<file path="config.mk">
export PLATFORM = sky130hd
export DESIGN_NAME = srp_host_flat
export DESIGN_NICKNAME = d
export VERILOG_FILES = /design/src/core/srp_pkg.sv /design/src/core/srp_spi_if.sv /design/src/core/srp_host.sv /design/src/flat_wrapper.sv
export VERILOG_INCLUDE_DIRS = /design/src /design/src/core
export SDC_FILE = /design/constraint.sdc
export NUM_CORES = 1
export LEC_CHECK = 0
export ABC_AREA = 1
export BUFFER_PORTS_ARGS = -buffer_cell sky130_fd_sc_hd__buf_2
export CORE_MARGIN = 1
export CORE_UTILIZATION = 48
export DETAILED_ROUTE_END_ITERATION = 16
export GPL_TIMING_DRIVEN = 0
export PLACE_DENSITY = 0.63
export SLEW_MARGIN = 20
export SYNTH_ARGS = -nofsm -noshare
export SYNTH_HDL_FRONTEND = slang
export SYNTH_HIERARCHICAL = 1
export SYNTH_SLANG_ARGS = --single-unit
</file>
<file path="constraint.sdc">
create_clock -name clock -period 3.3 [get_ports clock]
set_input_delay 0.66 -clock clock [delete_from_list [all_inputs] [get_ports clock]]
set_output_delay 0.66 -clock clock [all_outputs]
set_load 0.02 [all_outputs]
</file>
<file path="src/core/srp_consts.svh">
// Constants shared by both ends of the security-register serial link.
// Included by bare name; holds definitions only.
`ifndef SRP_CONSTS_SVH
`define SRP_CONSTS_SVH

`define SRP_OP_WREN     8'h06
`define SRP_OP_RDSR     8'h05
`define SRP_OP_PROG     8'h42
`define SRP_OP_READ     8'h48

`define SRP_CLK_MHZ     250
`define SRP_WAD_MS      10
`define SRP_WAD_CYCLES  (`SRP_WAD_MS * 1000 * `SRP_CLK_MHZ)
`define SRP_PROG_CYCLES 1024
`define SRP_SCLK_HALF   16
`define SRP_REG_BYTES   256
`define SRP_NREGS       3
`define SRP_FIFO_DEPTH  16

`define SRP_ST_BUSY     0
`define SRP_ST_WLATCH   1
`define SRP_ST_LOCK     2
`define SRP_LOCK_RST    3'h0

`define SRP_A_CTRL      8'h00
`define SRP_A_ADDR      8'h04
`define SRP_A_LEN       8'h08
`define SRP_A_TXDATA    8'h0c
`define SRP_A_RXDATA    8'h10
`define SRP_A_STATUS    8'h14

`endif

</file>
<file path="src/core/srp_pkg.sv">
// Types shared by both ends of the security-register serial link.
// No timing or clock assumptions.
package srp_pkg;

	typedef enum logic [1:0] {
		srp_cmd_wren = 2'b00,
		srp_cmd_prog = 2'b01,
		srp_cmd_read = 2'b10,
		srp_cmd_rdsr = 2'b11
	} srp_cmd_t;

	typedef enum logic [2:0] {
		srp_d_op    = 3'b000,
		srp_d_addr  = 3'b001,
		srp_d_dummy = 3'b010,
		srp_d_rdata = 3'b011,
		srp_d_pdata = 3'b100,
		srp_d_stat  = 3'b101,
		srp_d_ign   = 3'b110
	} srp_dst_t;

	typedef enum logic [2:0] {
		srp_h_idle  = 3'b000,
		srp_h_op    = 3'b001,
		srp_h_addr  = 3'b010,
		srp_h_dummy = 3'b011,
		srp_h_tx    = 3'b100,
		srp_h_rx    = 3'b101,
		srp_h_gap   = 3'b110
	} srp_hst_t;

endpackage : srp_pkg

</file>
<file path="src/core/srp_spi_if.sv">
// Serial link between the host controller and the security-register device.
// Plain wires; each end resynchronises what it receives.
`timescale 1ns/1ps
`default_nettype none
interface srp_spi_if;
	logic cs_n;
	logic sclk;
	logic si;
	logic so;
	logic so_oe_n;

	modport dev  (input cs_n, input sclk, input si, output so, output so_oe_n);
	modport host (output cs_n, output sclk, output si, input so, input so_oe_n);
endinterface : srp_spi_if
`default_nettype wire

</file>
<file path="src/core/srp_host.sv">
// Host end: Wishbone classic slave, transmit FIFO and serial link master.
// Assumes the device resynchronises the link; the serial clock is divided here.
`timescale 1ns/1ps
`default_nettype none
`include "srp_consts.svh"

module srp_fifo #(
	parameter int WIDTH = 8,	// Word width
	parameter int DEPTH = 16	// Entries, power of two
) (
	input  wire logic             clock,     // System clock
	input  wire logic             reset_n,   // Synchronous reset
	input  wire logic             in_valid,  // Word offered
	output logic                  in_ready,  // Room available
	input  wire logic [WIDTH-1:0] in_data,   // Word in
	output logic                  out_valid, // Word available
	input  wire logic             out_ready, // Word taken
	output logic [WIDTH-1:0]      out_data   // Word out
);
	import srp_pkg::*;
	localparam int AW = $clog2(DEPTH);
	logic [WIDTH-1:0] mem_r [0:DEPTH-1];
	logic [AW:0]      wp_r;
	logic [AW:0]      rp_r;

	// Extra pointer bit separates full from empty
	assign in_ready  = (wp_r - rp_r) != (AW+1)'(DEPTH);
	assign out_valid = wp_r != rp_r;
	assign out_data  = mem_r[rp_r[AW-1:0]];

	always_ff @(posedge clock) begin
		if (!reset_n) begin
			wp_r <= '0;
			rp_r <= '0;
		end else begin
			if (in_valid && in_ready)
				wp_r <= wp_r + 1'b1;
			if (out_valid && out_ready)
				rp_r <= rp_r + 1'b1;
		end
	end

	always_ff @(posedge clock) begin
		if (in_valid && in_ready)
			mem_r[wp_r[AW-1:0]] <= in_data;
	end
endmodule : srp_fifo

module srp_host #(
	parameter int HALF       = `SRP_SCLK_HALF,	// System cycles per serial half period
	parameter int WAD_CYCLES = `SRP_WAD_CYCLES,	// Power-up write hold-off
	parameter int FIFO_DEPTH = `SRP_FIFO_DEPTH	// Transmit FIFO entries
) (
	input  wire logic        clock,    // System clock
	input  wire logic        reset_n,  // Synchronous reset
	input  wire logic        wb_cyc_i, // Bus cycle
	input  wire logic        wb_stb_i, // Strobe
	input  wire logic        wb_we_i,  // Write
	input  wire logic [7:0]  wb_adr_i, // Byte address
	input  wire logic [31:0] wb_dat_i, // Write data
	input  wire logic [3:0]  wb_sel_i, // Byte lanes
	output logic [31:0]      wb_dat_o, // Read data
	output logic             wb_ack_o, // Acknowledge
	srp_spi_if.host          spi       // Serial link
);
	import srp_pkg::*;
	srp_hst_t    st_r;
	srp_cmd_t    cmd_r;
	logic [7:0]  ph_r, tx_sh_r, rx_sh_r, rx_data_r, byte_val, f_data;
	logic [2:0]  bit_r;
	logic [8:0]  bcnt_r, len_r;
	logic [23:0] addr_r;
	logic [31:0] dat_r, rd_mux, wad_cnt_r;
	logic        ack_r, pend_r, wad_done_r, rx_valid_r, sclk_r, cs_n_r, si_r;
	logic        so1_r, so2_r, so3_r, so_f_r;
	logic        push_req, take, wr, start, eng_busy, stall, last_ph, rx_set, rx_clr;
	logic        f_in_valid, f_in_ready, f_valid, f_ready, active;

	assign wb_dat_o = dat_r;
	assign wb_ack_o = ack_r;
	assign spi.cs_n = cs_n_r;
	assign spi.sclk = sclk_r;
	assign spi.si   = si_r;

	always_ff @(posedge clock) begin
		if (!reset_n) begin
			so1_r  <= 1'b0;
			so2_r  <= 1'b0;
			so3_r  <= 1'b0;
			so_f_r <= 1'b0;
		end else begin
			so1_r <= spi.so;
			so2_r <= so1_r;
			so3_r <= so2_r;
			if (so2_r == so3_r)
				so_f_r <= so3_r;
		end
	end

	// Full FIFO holds off the acknowledge, so software is stalled, not dropped
	assign push_req   = wb_we_i && wb_adr_i == `SRP_A_TXDATA && wb_sel_i[0];
	assign f_in_valid = wb_cyc_i && wb_stb_i && !ack_r && push_req;
	assign take       = wb_cyc_i && wb_stb_i && !ack_r && (!push_req || f_in_ready);
	assign wr         = take && wb_we_i;
	assign rx_clr     = take && !wb_we_i && wb_adr_i == `SRP_A_RXDATA;
	assign eng_busy   = pend_r || st_r != srp_h_idle;
	// Write-type commands wait out the power-up hold-off
	assign start = pend_r && st_r == srp_h_idle &&
		(wad_done_r || cmd_r == srp_cmd_read || cmd_r == srp_cmd_rdsr);

	srp_fifo #(.WIDTH(8), .DEPTH(FIFO_DEPTH)) u_txf (
		.clock     (clock),
		.reset_n   (reset_n),
		.in_valid  (f_in_valid),
		.in_ready  (f_in_ready),
		.in_data   (wb_dat_i[7:0]),
		.out_valid (f_valid),
		.out_ready (f_ready),
		.out_data  (f_data)
	);

	always_comb begin
		case (wb_adr_i)
			`SRP_A_CTRL:   rd_mux = {29'h0, cmd_r, eng_busy};
			`SRP_A_ADDR:   rd_mux = {8'h00, addr_r};
			`SRP_A_LEN:    rd_mux = {23'h0, len_r};
			`SRP_A_RXDATA: rd_mux = {24'h0, rx_data_r};
			`SRP_A_STATUS: rd_mux = {28'h0, f_in_ready, rx_valid_r, wad_done_r, eng_busy};
			default:       rd_mux = 32'h0;
		endcase
	end

	always_ff @(posedge clock) begin
		if (!reset_n) begin
			ack_r  <= 1'b0;
			dat_r  <= 32'h0;
			addr_r <= 24'h0;
			len_r  <= 9'h001;
			cmd_r  <= srp_cmd_wren;
			pend_r <= 1'b0;
		end else begin
			ack_r <= take;
			if (take && !wb_we_i)
				dat_r <= rd_mux;
			if (start)
				pend_r <= 1'b0;
			if (wr && !eng_busy) begin
				case (wb_adr_i)
					`SRP_A_CTRL: begin
						if (wb_sel_i[0]) begin
							cmd_r  <= srp_cmd_t'(wb_dat_i[2:1]);
							pend_r <= wb_dat_i[0];
						end
					end
					`SRP_A_ADDR: begin
						for (int k = 0; k < 3; k++)
							if (wb_sel_i[k])
								addr_r[k*8 +: 8] <= wb_dat_i[k*8 +: 8];
					end
					`SRP_A_LEN: begin
						if (wb_sel_i[0] && wb_sel_i[1])
							len_r <= wb_dat_i[8:0];
					end
					default: ;
				endcase
			end
		end
	end

	always_ff @(posedge clock) begin
		if (!reset_n) begin
			wad_cnt_r  <= 32'h0;
			wad_done_r <= 1'b0;
		end else if (!wad_done_r) begin
			wad_cnt_r <= wad_cnt_r + 32'h1;
			if (wad_cnt_r == 32'(WAD_CYCLES - 1))
				wad_done_r <= 1'b1;
		end
	end

	always_comb begin
		case (st_r)
			srp_h_op: begin
				case (cmd_r)
					srp_cmd_wren: byte_val = `SRP_OP_WREN;
					srp_cmd_prog: byte_val = `SRP_OP_PROG;
					srp_cmd_read: byte_val = `SRP_OP_READ;
					default:      byte_val = `SRP_OP_RDSR;
				endcase
			end
			srp_h_addr: begin
				if (bcnt_r == 9'h2)
					byte_val = addr_r[23:16];
				else if (bcnt_r == 9'h1)
					byte_val = addr_r[15:8];
				else
					byte_val = addr_r[7:0];
			end
			srp_h_tx: byte_val = f_data;
			default:  byte_val = 8'h00;
		endcase
	end

	assign active  = st_r != srp_h_idle && st_r != srp_h_gap;
	assign stall   = (st_r == srp_h_tx && !f_valid) || (st_r == srp_h_rx && rx_valid_r);
	assign f_ready = st_r == srp_h_tx && ph_r == 8'h00 && bit_r == 3'h0;
	assign last_ph = ph_r == 8'(2 * HALF - 1);
	assign rx_set  = st_r == srp_h_rx && last_ph && bit_r == 3'h7;

	// Select stays low across the whole command; bytes end on whole boundaries
	always_ff @(posedge clock) begin
		if (!reset_n) begin
			st_r    <= srp_h_idle;
			ph_r    <= 8'h00;
			bit_r   <= 3'h0;
			bcnt_r  <= 9'h0;
			tx_sh_r <= 8'h00;
			rx_sh_r <= 8'h00;
			sclk_r  <= 1'b0;
			cs_n_r  <= 1'b1;
			si_r    <= 1'b0;
		end else if (st_r == srp_h_idle) begin
			if (start) begin
				cs_n_r <= 1'b0;
				st_r   <= srp_h_op;
				ph_r   <= 8'h00;
				bit_r  <= 3'h0;
			end
		end else if (st_r == srp_h_gap) begin
			cs_n_r <= 1'b1;
			ph_r   <= ph_r + 8'h01;
			if (last_ph)
				st_r <= srp_h_idle;
		end else if (active) begin
			if (!(ph_r == 8'h00 && bit_r == 3'h0 && stall))
				ph_r <= last_ph ? 8'h00 : ph_r + 8'h01;
			if (ph_r == 8'h00 && !(bit_r == 3'h0 && stall)) begin
				if (bit_r == 3'h0) begin
					si_r    <= byte_val[7];
					tx_sh_r <= {byte_val[6:0], 1'b0};
				end else begin
					si_r    <= tx_sh_r[7];
					tx_sh_r <= {tx_sh_r[6:0], 1'b0};
				end
			end
			if (ph_r == 8'(HALF)) begin
				sclk_r  <= 1'b1;
				rx_sh_r <= {rx_sh_r[6:0], so_f_r};
			end
			if (last_ph) begin
				sclk_r <= 1'b0;
				bit_r  <= bit_r + 3'h1;
				if (bit_r == 3'h7) begin
					case (st_r)
						srp_h_op: begin
							if (cmd_r == srp_cmd_wren)
								st_r <= srp_h_gap;
							else if (cmd_r == srp_cmd_rdsr) begin
								st_r   <= srp_h_rx;
								bcnt_r <= 9'h0;
							end else begin
								st_r   <= srp_h_addr;
								bcnt_r <= 9'h2;
							end
						end
						srp_h_addr: begin
							if (bcnt_r == 9'h0) begin
								st_r   <= cmd_r == srp_cmd_read ? srp_h_dummy : srp_h_tx;
								bcnt_r <= len_r - 9'h1;
							end else
								bcnt_r <= bcnt_r - 9'h1;
						end
						srp_h_dummy: st_r <= srp_h_rx;
						default: begin
							if (bcnt_r == 9'h0)
								st_r <= srp_h_gap;
							else
								bcnt_r <= bcnt_r - 9'h1;
						end
					endcase
				end
			end
		end
	end

	// A new byte overrides a simultaneous software clear
	always_ff @(posedge clock) begin
		if (!reset_n) begin
			rx_valid_r <= 1'b0;
			rx_data_r  <= 8'h00;
		end else begin
			if (rx_set)
				rx_data_r <= rx_sh_r;
			rx_valid_r <= rx_set || (rx_valid_r && !rx_clr);
		end
	end
endmodule : srp_host
`default_nettype wire

</file>
<file path="src/flat_wrapper.sv">
// flat-port wrapper written by rule: the top's interface ports become plain ports
module srp_host_flat import srp_pkg::*;
#(
	parameter int HALF       = `SRP_SCLK_HALF,	                                       
	parameter int WAD_CYCLES = `SRP_WAD_CYCLES,	                          
	parameter int FIFO_DEPTH = `SRP_FIFO_DEPTH	                        
)
  (clock, reset_n, wb_cyc_i, wb_stb_i, wb_we_i, wb_adr_i, wb_dat_i, wb_sel_i, wb_dat_o, wb_ack_o, spi_cs_n, spi_sclk, spi_si, spi_so, spi_so_oe_n);
  srp_spi_if spi_i ();
  input  wire logic clock;
  input  wire logic reset_n;
  input  wire logic wb_cyc_i;
  input  wire logic wb_stb_i;
  input  wire logic wb_we_i;
  input  wire logic [7:0] wb_adr_i;
  input  wire logic [31:0] wb_dat_i;
  input  wire logic [3:0] wb_sel_i;
  output logic [31:0] wb_dat_o;
  output logic wb_ack_o;
  output wire logic [$bits(spi_i.cs_n)-1:0] spi_cs_n;
  output wire logic [$bits(spi_i.sclk)-1:0] spi_sclk;
  output wire logic [$bits(spi_i.si)-1:0] spi_si;
  input wire logic [$bits(spi_i.so)-1:0] spi_so;
  input wire logic [$bits(spi_i.so_oe_n)-1:0] spi_so_oe_n;
  assign spi_cs_n = spi_i.cs_n;
  assign spi_sclk = spi_i.sclk;
  assign spi_si = spi_i.si;
  assign spi_i.so = spi_so;
  assign spi_i.so_oe_n = spi_so_oe_n;
  srp_host #(.HALF(HALF), .WAD_CYCLES(WAD_CYCLES), .FIFO_DEPTH(FIFO_DEPTH)) u_core (.clock(clock), .reset_n(reset_n), .wb_cyc_i(wb_cyc_i), .wb_stb_i(wb_stb_i), .wb_we_i(wb_we_i), .wb_adr_i(wb_adr_i), .wb_dat_i(wb_dat_i), .wb_sel_i(wb_sel_i), .wb_dat_o(wb_dat_o), .wb_ack_o(wb_ack_o), .spi(spi_i));
endmodule
</file>
# --- Word level (Yosys, flattened, before mapping) ---
# Memory sizes are Yosys's and may differ from the RTL's. A register that Yosys moved wholly into a read port is not among the register bits.
# Index checks and enable logic that the tools add are counted.
# Widths: inputs -> output; s select.
word_totals:
  reg_bits: 167
  ramBits: 128
  input_bits: 51
  out_inout_bits: 36
  elab_cells: 187
  memories: 1
op_classes:
  n_addsub: 8
  eq_ne: 30
  n_mux: 51
  bitwise_logic: 3
  n_reduce_logical: 67
memory_table:
  columns: ["name", "depth", "width", "rd", "rd_clocked_by_memory_dff", "write_ports", "line_no", "source"]
  rows:
  - ["u_core.u_txf.mem_r", 16, 8, 1, 1, 1, "srp_host.sv:22", "logic [WIDTH-1:0] mem_r [0:DEPTH-1];"]
ops:
  columns: ["cell", "n"]
  rows:
  - ["$pmux 24 s5", 1]
  - ["$mux 8", 9]
  - ["$mux 3", 17]
  - ["$add 32x1->32 const B", 1]
  - ["$eq 32x22->1 const B", 1]
  - ["$eq 8x5->1 const B", 4]
  - ["$logic_and 1x1->1", 27]
  - ["$mux 9", 3]
  - ["$pmux 9 s3", 1]
  - ["$pmux 8 s3", 1]
  - ["$pmux 7 s3", 1]
  - ["$reduce_and 3->1", 6]
  - ["$sub 9x1->9 const B", 2]
  - ["$eq 8x4->1 const B", 2]
  - ["$logic_not 8->1", 2]
  - ["$reduce_and 4->1", 4]
  - ["$mux 1", 14]
  - ["$eq 3x3->1 const B", 4]
  - ["$add 5x1->5 const B", 2]
  - ["$eq 9x1->1 const B", 1]
  - ["$eq 9x2->1 const B", 1]
  - ["$logic_not 9->1", 1]
  - ["$pmux 3 s3", 1]
  - ["$reduce_bool 3->1", 3]
  - ["28 further kinds", 50]

# --- Logic depth before layout (Yosys ltp) ---
# Gate-level depths: netlist of run 1.
logic_depth:
  word_depth: 11
  mapped_depth: 20
  ltp_nobuf: 18

# --- Cells and area by module ---
# The synthesis of run 1 kept the hierarchy.
by_module_without_submodules:
  columns: ["mod", "n_inst", "cells_per_inst", "area_each_um2", "seq_area_each_um2"]
  rows:
  - ["srp_host", 1, 1302, 8348.0, 2962.8]
  - ["srp_fifo", 1, 477, 5849.4, 4124.0]

# --- Worst setup path after synthesis of run 1 ---
# Ideal clock, no wire load.
synth_timing:
  path_type: "input port to flip-flop"
  start: "input port wb_adr_i[5]"
  end: "memory u_core.u_txf.mem_r[12][0] (enable)"
  setup_time_ns: 0.383
  t_arrival_ns: 2.522
  t_required_ns: 2.917
  setup_slack_ns: 0.395
  path_stages: 8
  n_path_buf: 1
  cell_sequence: "inv_1 -> nand2_1 -> nor2_4 -> nand3_1 -> nor3_1 -> nand2_4 -> buf_6 -> nor3_1"
synth_via:
  elab_chain_cells: 7
synth_lines:
  columns: ["element", "line_no", "source"]
  rows:
  - ["start: declaration", "flat_wrapper.sv:15", "input wire logic [7:0] wb_adr_i;"]
  - ["$eq 8x4->1 (no source line)", null, null]
  - ["$logic_and 1x1->1 (no source line)", null, null]
  - ["$logic_and 1x1->1", "srp_host.sv:101", "assign push_req = wb_we_i && wb_adr_i == `SRP_A_TXDATA && wb_sel_i[0];"]
  - ["$logic_and 1x1->1", "srp_host.sv:102", "assign f_in_valid = wb_cyc_i && wb_stb_i && !ack_r && push_req;"]
  - ["net u_core.f_in_valid", "srp_host.sv:77", "logic f_in_valid, f_in_ready, f_valid, f_ready, active;"]
  - ["$logic_and 1x1->1", "srp_host.sv:44", "if (in_valid && in_ready)"]
  - ["$mux 1", "srp_host.sv:44", null]
  - ["$mux 1 (not written as such)", "srp_host.sv:45", "mem_r[wp_r[AW-1:0]] <= in_data;"]
  - ["end: declaration", "srp_host.sv:22", null]
# The timed path passes the listed nets, and every way through them passes these cells.

# --- Worst setup path in the final report of run 1 ---
layout_timing:
  start: "register u_core.u_txf.wp_r[2]"
  end: "register u_core.dat_r[7] (netlist: u_core/wb_dat_o[7])"
layout_via:
  elab_chain_cells: 5
layout_lines:
  columns: ["element", "line_no", "source"]
  rows:
  - ["start: declaration", "srp_host.sv:23", "logic [AW:0] wp_r;"]
  - ["start signal: assignment", "srp_host.sv:37", "wp_r <= wp_r + 1'b1;"]
  - ["$sub 5x5->5", "srp_host.sv:27", "assign in_ready = (wp_r - rp_r) != (AW+1)'(DEPTH);"]
  - ["$ne 5x5->1", "srp_host.sv:27", null]
  - ["net u_core.f_in_ready", "srp_host.sv:77", null]
  - ["$logic_or 1x1->1", "srp_host.sv:103", "assign take = wb_cyc_i && wb_stb_i && !ack_r && (!push_req || f_in_ready);"]
  - ["$logic_and 1x1->1", "srp_host.sv:103", null]
  - ["$logic_and 1x1->1", "srp_host.sv:143", "if (take && !wb_we_i)"]
  - ["end signal: assignment", "srp_host.sv:144", "dat_r <= rd_mux;"]
  - ["end: declaration", "srp_host.sv:73", "logic [31:0] dat_r, rd_mux, wad_cnt_r;"]
# The timed path passes the listed nets, and every way through them passes these cells.
# A chain may end at the register's enable or synchronous reset.

==> results of run 1 <==
==> power breakdown <==
| part | internal, mW | switching [mW] | leakage [nW] | total [mW] |
|---|---|---|---|---|
| Clock | 2.02 | 1.42 | 0.492 | 3.44 |
| Combinational | 0.0516 | 0.147 | 3.44 | 0.199 |
| Sequential | 3.75 | 0.00470 | 2.46 | 3.75 |
==> worst paths after layout <==
check / cells past startpoint / to / slack [ns]
min reg2reg: 2 / u_core/so2_r / 0.43
max reg2reg: 17 / u_core/wb_dat_o[7] / 0.44
min: 3 / u_core/so1_r / 0.28
max: 17 / u_core/wb_dat_o[7] / 0.44
==> logic make-up after synthesis <==
family          share of synthesized area, %
simple gates                            28.5
flops                                   49.9
compound gates                          11.1
buf+inv                                 7.39
fa+ha+maj                               2.20
xor+xnor                               0.864
other cells                           0.0264
==> layout by cell type (no fill, tap or decap), drive strengths merged, types with 7 or more instances in the layout <==
cell type	Yosys	layout
ha	25	25
a21oi	122	122
nand3b	13	13
o221ai	28	28
edfxtp	128	128
nor2	279	279
o21ai	121	121
inv	173	175
conb	1	8
nand3	140	140
clkinv	3	12
xor2	9	9
nor3	41	41
buf	40	110
clkbuf	30	73
o211ai	7	7
nand4	15	15
dfxtp	162	162
nand2	417	417
==> worst max-delay path, delay by kind of cell, from the launching register on <==
family                   cells  cell delay, ns
buffers and inverters        5            0.64
flip-flops                   1            0.47
adder cells (fa/ha/maj)      1            0.34
AO/OA/AOI/OAI                1            0.06
AND/OR/NAND/NOR             10            1.19
==> sequential cells by signal, indices dropped and copies added (netlist names), 7 cells and up, named ones only <==
signal and count:
u_core/addr_r 24, u_core/bcnt_r 9, u_core/len_r 9, u_core/ph_r 8, u_core/rx_data_r 8, u_core/rx_sh_r 8
u_core/tx_sh_r 7, u_core/u_txf/mem_r 128, u_core/wad_cnt_r 32, u_core/wb_dat_o 24
==> per-layer routing <==
metal | part of all wire (%) | vias to the layer above | track usage (%)
li1 | - | 6124 | -
met1 | 45 | 5782 | 36.9
met2 | 45 | 474 | 41.5
met3 | 8.4 | 44 | 3.46
met4 | 1.9 | 0 | 6.25
met5 | 0 | - | 0
==> layout make-up <==
class / count / area [sq um] / share of cell area, %
buffer: 70 / 383 / 2.37
clock buffer: 43 / 841 / 5.21
clock inverter: 15 / 166 / 1.03
inverter: 176 / 666 / 4.12
multi-input combinational: 1250 / 6160 / 38.2
sequential: 290 / 7090 / 43.9
tap: 384 / 480 / 2.98
timing repair buffer: 70 / 355 / 2.20
==> results.cfg, run 1 <==
[sta]
finalCriticalPeriod_ns = 2.86
worst_slack_ns = 0.436
fin_crit_sh_pct = 86.8
worst_pin_slew_ns = 0.879
tns_ns = 0
hold_viol = 0
slew_violations = 0
setup-violations-final = 0
rsz0062_at_grt = no
max_freq_mhz = 349
fin_worst_skew_ns = 0.0107
hold_slack_ns = 0.284
timing.slew.headroom_pct = 41.1

[synthesis]
syn_inst = 1779
yosysMostFrequentCell = nand2_1
netlist_area_sq_mm = 0.0142
synth_edf_count = 128
ys_seq_area_share_pct = 49.9
synthArstFlopShare_pct = 0
synth_area_per_cell_sq_um = 7.98
synth_top_area_share_pct = 27.1
yosysTopAreaCell = edfxtp_1
synth_ff_type = dfxtp_1
yosys_warnings = 6
synth-seq-cells = 290
synthTopCellsByCount = nand2_1, nor2_1, inv_1
yosysUniqueCellTypes = 46
synth.area.top_cells = edfxtp_1, dfxtp_1, nand2_1

[grt]
grt_start_max_net_pins = 20
grt-ovfl-total = 0
grt_antenna_before_repair = 0
track_usage_pct = 25.9
grt_pass1_vias = 11500
grt_pass1_wl_mm = 61.8

[clock_tree]
htreeDepth = 1
cts-resized-gates = 0
root_buffer = clkbuf_16
tritoncts = built
clk_latency_ns = 0.57
cts_buffers = 31
clk_path_buf_depth = 3
cts.clk_slew.worst_paths_ns = 0.06
clkSinkCount = 290
postCtsSetupBuffers = 0
cts_hold_buffers = 0

[worst_setup_path]
cp_cell_sequence = ha_1, nand2_1, inv_1, nand2_1, nand2_1, nand2_1, nand2_1, nand2_2, buf_6, inv_1, nand4_2, nand2_1, nor2_2, inv_2, buf_2, nand2_1, a21oi_1
path_max_fanout = 10
path_class = reg2reg
crit_path_frequent_cell = nand2_1
r2r_start = u_core/u_txf/wp_r[2]
worstSetupStartpoint = u_core/u_txf/wp_r[2]
crit_slowest_cell = dfxtp_1
start_kind = flip-flop
max_stage_delay_ns = 0.47
required_ns = 3.73
end_kind = flip-flop
arrival_ns = 3.29

[place]
gp_congestion = 0.947
place_area_sq_mm = 0.0151
port_buffers = 68
dp_hpwl_mm = 28.3
dpl.cell_count = 2240
dp_slack_ns = -0.558

[route]
drt_wl_total_mm = 38.9
wl_per_cell_um = 16.9
vias = 12400
route.detailed.drc = 0
viasPerCell = 5.41
ant_nets = 0
first_pass_iters = 7
drtIter0Drc = 1290

[floorplan]
start_util_pct = 49.1
die_area_sq_mm = 0.0303
io_pins = 87
fp.dieH_um = 174
die_w_um = 174
row_count = 62
core_sq_mm = 0.0289

[finish]
n_antenna_cell = 0
drive_gt1_share_pct = 11.4
nets = 1965
final_core_util_pct = 55.8
final.fill_count = 2759
stdcell_area_sq_mm = 0.0161
layout.cells.non_filler = 2298
syn_to_final_growth_pct = 13.7

[power]
ir_drop_uv = 399
powerDensity_mw_per_mm2 = 458
p_leak_nw = 6.39
total_power_mw = 7.39

[job]
drv_cap = 0

[run_status]
status = finished, final reports clean

[worst_hold_path]
hp-class = in2reg
min_from = spi_so
Note: power is estimated with default switching activity, not from simulation.
==> run 2, diff against run 1 <==
==> constraint.sdc (replaced) <==
create_clock -name clock -period 3.03 [get_ports clock]
set_input_delay 0.606 -clock clock [delete_from_list [all_inputs] [get_ports clock]]
set_output_delay 0.606 -clock clock [all_outputs]
set_load 0.02 [all_outputs]
==> run 2 against run 1 <==
Clock power is 9.0% higher; hold slack worse by 0.054 ns; critical endpoint is now u_core/addr_r[18]; routed wire length is 0.11% higher; sequential cell count stayed put; clock skew is 0.0026 ns higher; non-clock buffer count stayed put; power is 8.9% higher; largest power group unchanged; sequential power is 9.1% higher; via count is 0.31% lower; die area stayed put; critical path depth is 1 lower; combinational power is 9.5% higher.
==> results.cfg, run 2 (synthesized netlist as in run 1, its figures left out) <==
[grt]
grt_pass1_wl_mm = 61.9
track_usage_pct = 25.9
grt_start_max_net_pins = 20
grt_antenna_before_repair = 0
grt-ovfl-total = 0
grt_pass1_vias = 11500

[sta]
setup-violations-final = 0
fin_worst_skew_ns = 0.0133
fin_crit_sh_pct = 92.1
worst_slack_ns = 0.239
timing.slew.headroom_pct = 39.3
finalCriticalPeriod_ns = 2.79
max_freq_mhz = 358
tns_ns = 0
hold_viol = 0
worst_pin_slew_ns = 0.905
rsz0062_at_grt = no
slew_violations = 0

[worst_setup_path]
required_ns = 3.49
crit_end = u_core/addr_r[18]
end_kind = flip-flop
path_max_fanout = 10
rrSetupSlack_ns = 0.24
path_class = reg2reg
r2r-end = u_core/addr_r[18]
worstSetupStartpoint = u_core/u_txf/wp_r[2]
r2r_cells = 16
start_kind = flip-flop
arrival_ns = 3.25
r2r_start = u_core/u_txf/wp_r[2]

[floorplan]
row_count = 62
io_pins = 87
die_w_um = 174
core_sq_mm = 0.0289
die_area_sq_mm = 0.0303
fp.dieH_um = 174
start_util_pct = 49.1

[route]
drtIter0Drc = 1212
drt_wl_total_mm = 38.9
wl_per_cell_um = 16.9
first_pass_iters = 5
ant_nets = 0
viasPerCell = 5.39
route.detailed.drc = 0
vias = 12400

[power]
swShare_pct = 21.3
p_switching_mw = 1.72
clockPowerShare_pct = 46.6
p_int_mw = 6.34
ir_drop_uv = 437
combPwrFrac_pct = 2.7
p_leak_nw = 6.39
powerDensity_mw_per_mm2 = 499
p_seq_share_pct = 50.7

[run_status]
status = finished, final reports clean

[finish]
largest_reg_flops = 128
syn_to_final_growth_pct = 13.7
drive_gt1_share_pct = 11.5
final.fill_count = 2757
n_antenna_cell = 0
layout_common_cells = nand2_1, nor2_1, inv_1
nets = 1965
final_common_cell = nand2_1

[clock_tree]
postCtsSetupBuffers = 0
root_buffer = clkbuf_16
cts.clk_slew.worst_paths_ns = 0.06
clkSinkCount = 290
clk_latency_ns = 0.57
cts_buffers = 31
tritoncts = built
htreeDepth = 1
clk_path_buf_depth = 3

[job]
drv_cap = 0

[place]
port_buffers = 68
dp_slack_ns = -0.774
dp_hpwl_mm = 28.3
gp_congestion = 0.947

[worst_hold_path]
hp-class = in2reg
whs_path_depth = 3
## run 2: cell counts in the layout (fill, tap and decap cells not counted)
No cell type changed its count.
## run 2: through the flow
step | area, sq um | hold WS (ns) | utilization [%] | std cells | total power [mW]
floorplan | 14200 | 0.390 | - | 1786 | 4.28
global placement | 15000 | 0.406 | 52.0 | 2238 | 4.38
detailed placement | 15100 | 0.428 | 52.3 | 2240 | 4.39
CTS | 16100 | 0.213 | 55.8 | 2298 | 8.12
global route | 16100 | 0.227 | 55.8 | 2298 | 8.31
finish | 16100 | 0.230 | 55.8 | 2298 | 8.06
## run 2: layout make-up
type | instances | area, sq um | area share, %
buffer | 70 | 383 | 2.37
clock buffer | 43 | 841 | 5.21
clock inverter | 15 | 166 | 1.03
inverter | 176 | 666 | 4.12
multi-input combinational | 1250 | 6170 | 38.2
sequential | 290 | 7090 | 43.9
tap | 384 | 480 | 2.98
timing repair buffer | 70 | 355 | 2.20
## run 2: critical path: stages, from the launching register on
cell      delay (ns)
dfxtp_1         0.46
ha_1            0.34
or2_1           0.25
nand3_1         0.08
nand2_1         0.08
nor2_2          0.09
nand2_2         0.10
buf_6           0.16
inv_1           0.15
nand4_2         0.17
nand2_2         0.15
inv_1           0.09
nand3b_4        0.13
buf_2           0.23
nand2_1         0.08
nand2_1         0.07
nor2_1          0.05
## run 2: timing repair
| item | in CTS | in global routing |
|---|---|---|
| hold buffers | 0 | 0 |
| resized for setup | 2 | 2 |
| endpoints found under the hold margin | 0 | 0 |
| setup endpoints to repair | 32 | 23 |
## run 2: power groups by stage
stage          Combinational, mW  Sequential (mW)  Clock [mW]
3_3_place_gp               0.212             4.17           0
3_5_place_dp               0.216             4.17           0
2_1_floorplan              0.107             4.17           0
5_1_grt                    0.238             4.09        3.98
4_1_cts                    0.216             4.09        3.81
6_report                   0.218             4.09        3.75
## run 2: how the worst min path moves through the flow
| stage | startpoint | to | slack [ns] |
|---|---|---|---|
| floorplan | u_core/so1_r | u_core/so2_r | 0.39 |
| global placement | u_core/so1_r | u_core/so2_r | 0.41 |
| detailed placement | u_core/so1_r | u_core/so2_r | 0.43 |
| CTS | spi_so | u_core/so1_r | 0.21 |
| global route | spi_so | u_core/so1_r | 0.23 |
| finish | spi_so | u_core/so1_r | 0.23 |
## run 2: per-layer routing
layer,part of all wire [%],GRT usage [%],up-vias
met2,45,41.5,463
met1,45,36.9,5750
met5,0,0,-
met4,2.0,6.25,0
met3,8.3,3.46,50
li1,-,-,6122
==> run 3, diff against run 2 <==
--- a/config.mk
+++ b/config.mk
@@ -13,6 +13,7 @@
 export DETAILED_ROUTE_END_ITERATION = 16
 export GPL_TIMING_DRIVEN = 0
 export PLACE_DENSITY = 0.63
+export REMOVE_ABC_BUFFERS = 1
 export SLEW_MARGIN = 20
 export SYNTH_ARGS = -nofsm -noshare
 export SYNTH_HDL_FRONTEND = slang
==> run 3 against run 2 <==
Sequential power is essentially flat; clock power grew 5.9%; highest routed layer unchanged; sequential cell count is the same; die area is the same; first-iteration DRC count shrank 9.5%; largest power group unchanged; critical path depth shrank 5.
==> results.cfg, run 3 (synthesized netlist as in run 1, its figures left out) <==
[worst_setup_path]
path_max_fanout = 33
r2r-end = u_core/tx_sh_r[7]
arrival_ns = 3.13
end_kind = flip-flop
required_ns = 3.39
r2r_cells = 11
start_kind = flip-flop
rrSetupSlack_ns = 0.26
path_class = reg2reg

[sta]
slew_violations = 0
hold_viol = 0
worst_slack_ns = 0.260
fin_worst_skew_ns = 0.0156
worst_pin_slew_ns = 1.04
timing.slew.headroom_pct = 30.6
rsz0062_at_grt = no
tns_ns = 0
max_freq_mhz = 361
finalCriticalPeriod_ns = 2.77
fin_crit_sh_pct = 91.4
setup-violations-final = 0

[grt]
grt_pass1_wl_mm = 58.3
track_usage_pct = 24.2
grt_start_max_net_pins = 65
grt-ovfl-total = 0
grt_pass1_vias = 11000
grt_antenna_before_repair = 0

[finish]
n_antenna_cell = 0
stdcell_area_sq_mm = 0.0159
final_core_util_pct = 55.0
final.fill_count = 2706
nets = 1901
multiInputGateArea_sq_mm = 0.00618
largest_reg_flops = 128
regArea_sq_mm = 0.00709
layout_common_cells = nand2_1, nor2_1, inv_1
drive_gt1_share_pct = 10.4
syn_to_final_growth_pct = 12.2
final_common_cell = nand2_1

[route]
vias = 11800
ant_nets = 0
route.detailed.drc = 0
drtIter0Drc = 1097
drt_wl_total_mm = 36.2
viasPerCell = 5.28
first_pass_iters = 5
wl_per_cell_um = 16.2

[floorplan]
die_w_um = 174
fp.dieH_um = 174
die_area_sq_mm = 0.0303
io_pins = 87
core_sq_mm = 0.0289
row_count = 62
start_util_pct = 49.1

[run_status]
status = finished, final reports clean

[place]
dp_slack_ns = -0.535
place_area_sq_mm = 0.0148
dp_hpwl_mm = 24.5
port_buffers = 68
gp_congestion = 0.860

[worst_hold_path]
hp-class = in2reg
hold_end = u_core/so1_r
whs_path_depth = 3
min_from = spi_so

[clock_tree]
clkSinkCount = 290
clk_path_buf_depth = 3
cts_hold_buffers = 0
tritoncts = built
root_buffer = clkbuf_16
cts_buffers = 34
clk_latency_ns = 0.51
htreeDepth = 2
cts.clk_slew.worst_paths_ns = 0.06

[power]
powerDensity_mw_per_mm2 = 518
p_leak_nw = 6.25
ir_drop_uv = 387
total_power_mw = 8.25

[job]
drv_cap = 0
run 3: changes by cell type in the layout (fill, tap and decap cells not counted), sizes merged:
cell	previous run	this run
buf	110	72
clkbuf	73	51
clkinv	12	8
bufinv	3	1
inv	175	176
nor2	279	280
run 3: how the worst max path moves through the flow:
stage	cells past startpoint	startpoint	to	slack (ns)
6_report	11	flip-flop	u_core/tx_sh_r[7]	0.26
5_1_grt	11	flip-flop	u_core/tx_sh_r[7]	0.007
4_1_cts	14	u_core/u_txf/rp_r[2]	u_core/wb_dat_o[5]	0.11
3_5_place_dp	8	wb_adr_i[6]	u_core/u_txf/mem_r[6][1]	-0.53
3_3_place_gp	11	flip-flop	u_core/tx_sh_r[4]	-1.33
2_1_floorplan	11	flip-flop	u_core/tx_sh_r[4]	0.21
run 3: routing by layer:
metal	share of wire, %	GRT usage, %	vias up
li1	-	-	5985
met1	47	34.4	5490
met2	46	38.7	271
met3	5.0	3.37	49
met4	1.7	6.07	0
met5	0	0	-
run 3: layout make-up:
class	instances	area share, %
sequential	290	44.5
tap	384	3.02
timing repair buffer	72	2.55
clock inverter	10	0.621
clock buffer	51	6.25
inverter	176	4.23
multi-input combinational	1251	38.8
run 3: metrics by stage:
step	hold slack (ns)	instances
2_1_floorplan	0.390	1716
4_1_cts	0.285	2234
6_report	0.289	2234
3_3_place_gp	0.406	2168
5_1_grt	0.291	2234
3_5_place_dp	0.405	2170
run 3: where the power goes:
part           switching, mW  internal (mW)  total, mW  leakage (nW)
registers            0.00444           4.08       4.09          2.46
clock network           1.59           2.37       3.97         0.534
logic                  0.148         0.0485      0.197          3.26
total                   1.74           6.51       8.25          6.25
run 3: repair_timing:
item	in CTS	in global routing
buffers inserted	2	0
setup endpoints to repair	36	28
gates cloned	1	0
endpoints found under the hold margin	0	0
gates resized for setup	2	6
pin swaps	1	0
run 3: worst max-delay path, stage by stage, from the launching register on:
cell	delay [ns]
dfxtp_2	0.75
inv_1	0.68
o21ai_0	0.31
o221ai_1	0.16
nand3_1	0.18
nand2_1	0.08
nand2_1	0.09
o21ai_0	0.10
inv_1	0.06
nand2_1	0.05
nand2_1	0.07
a21oi_1	0.06
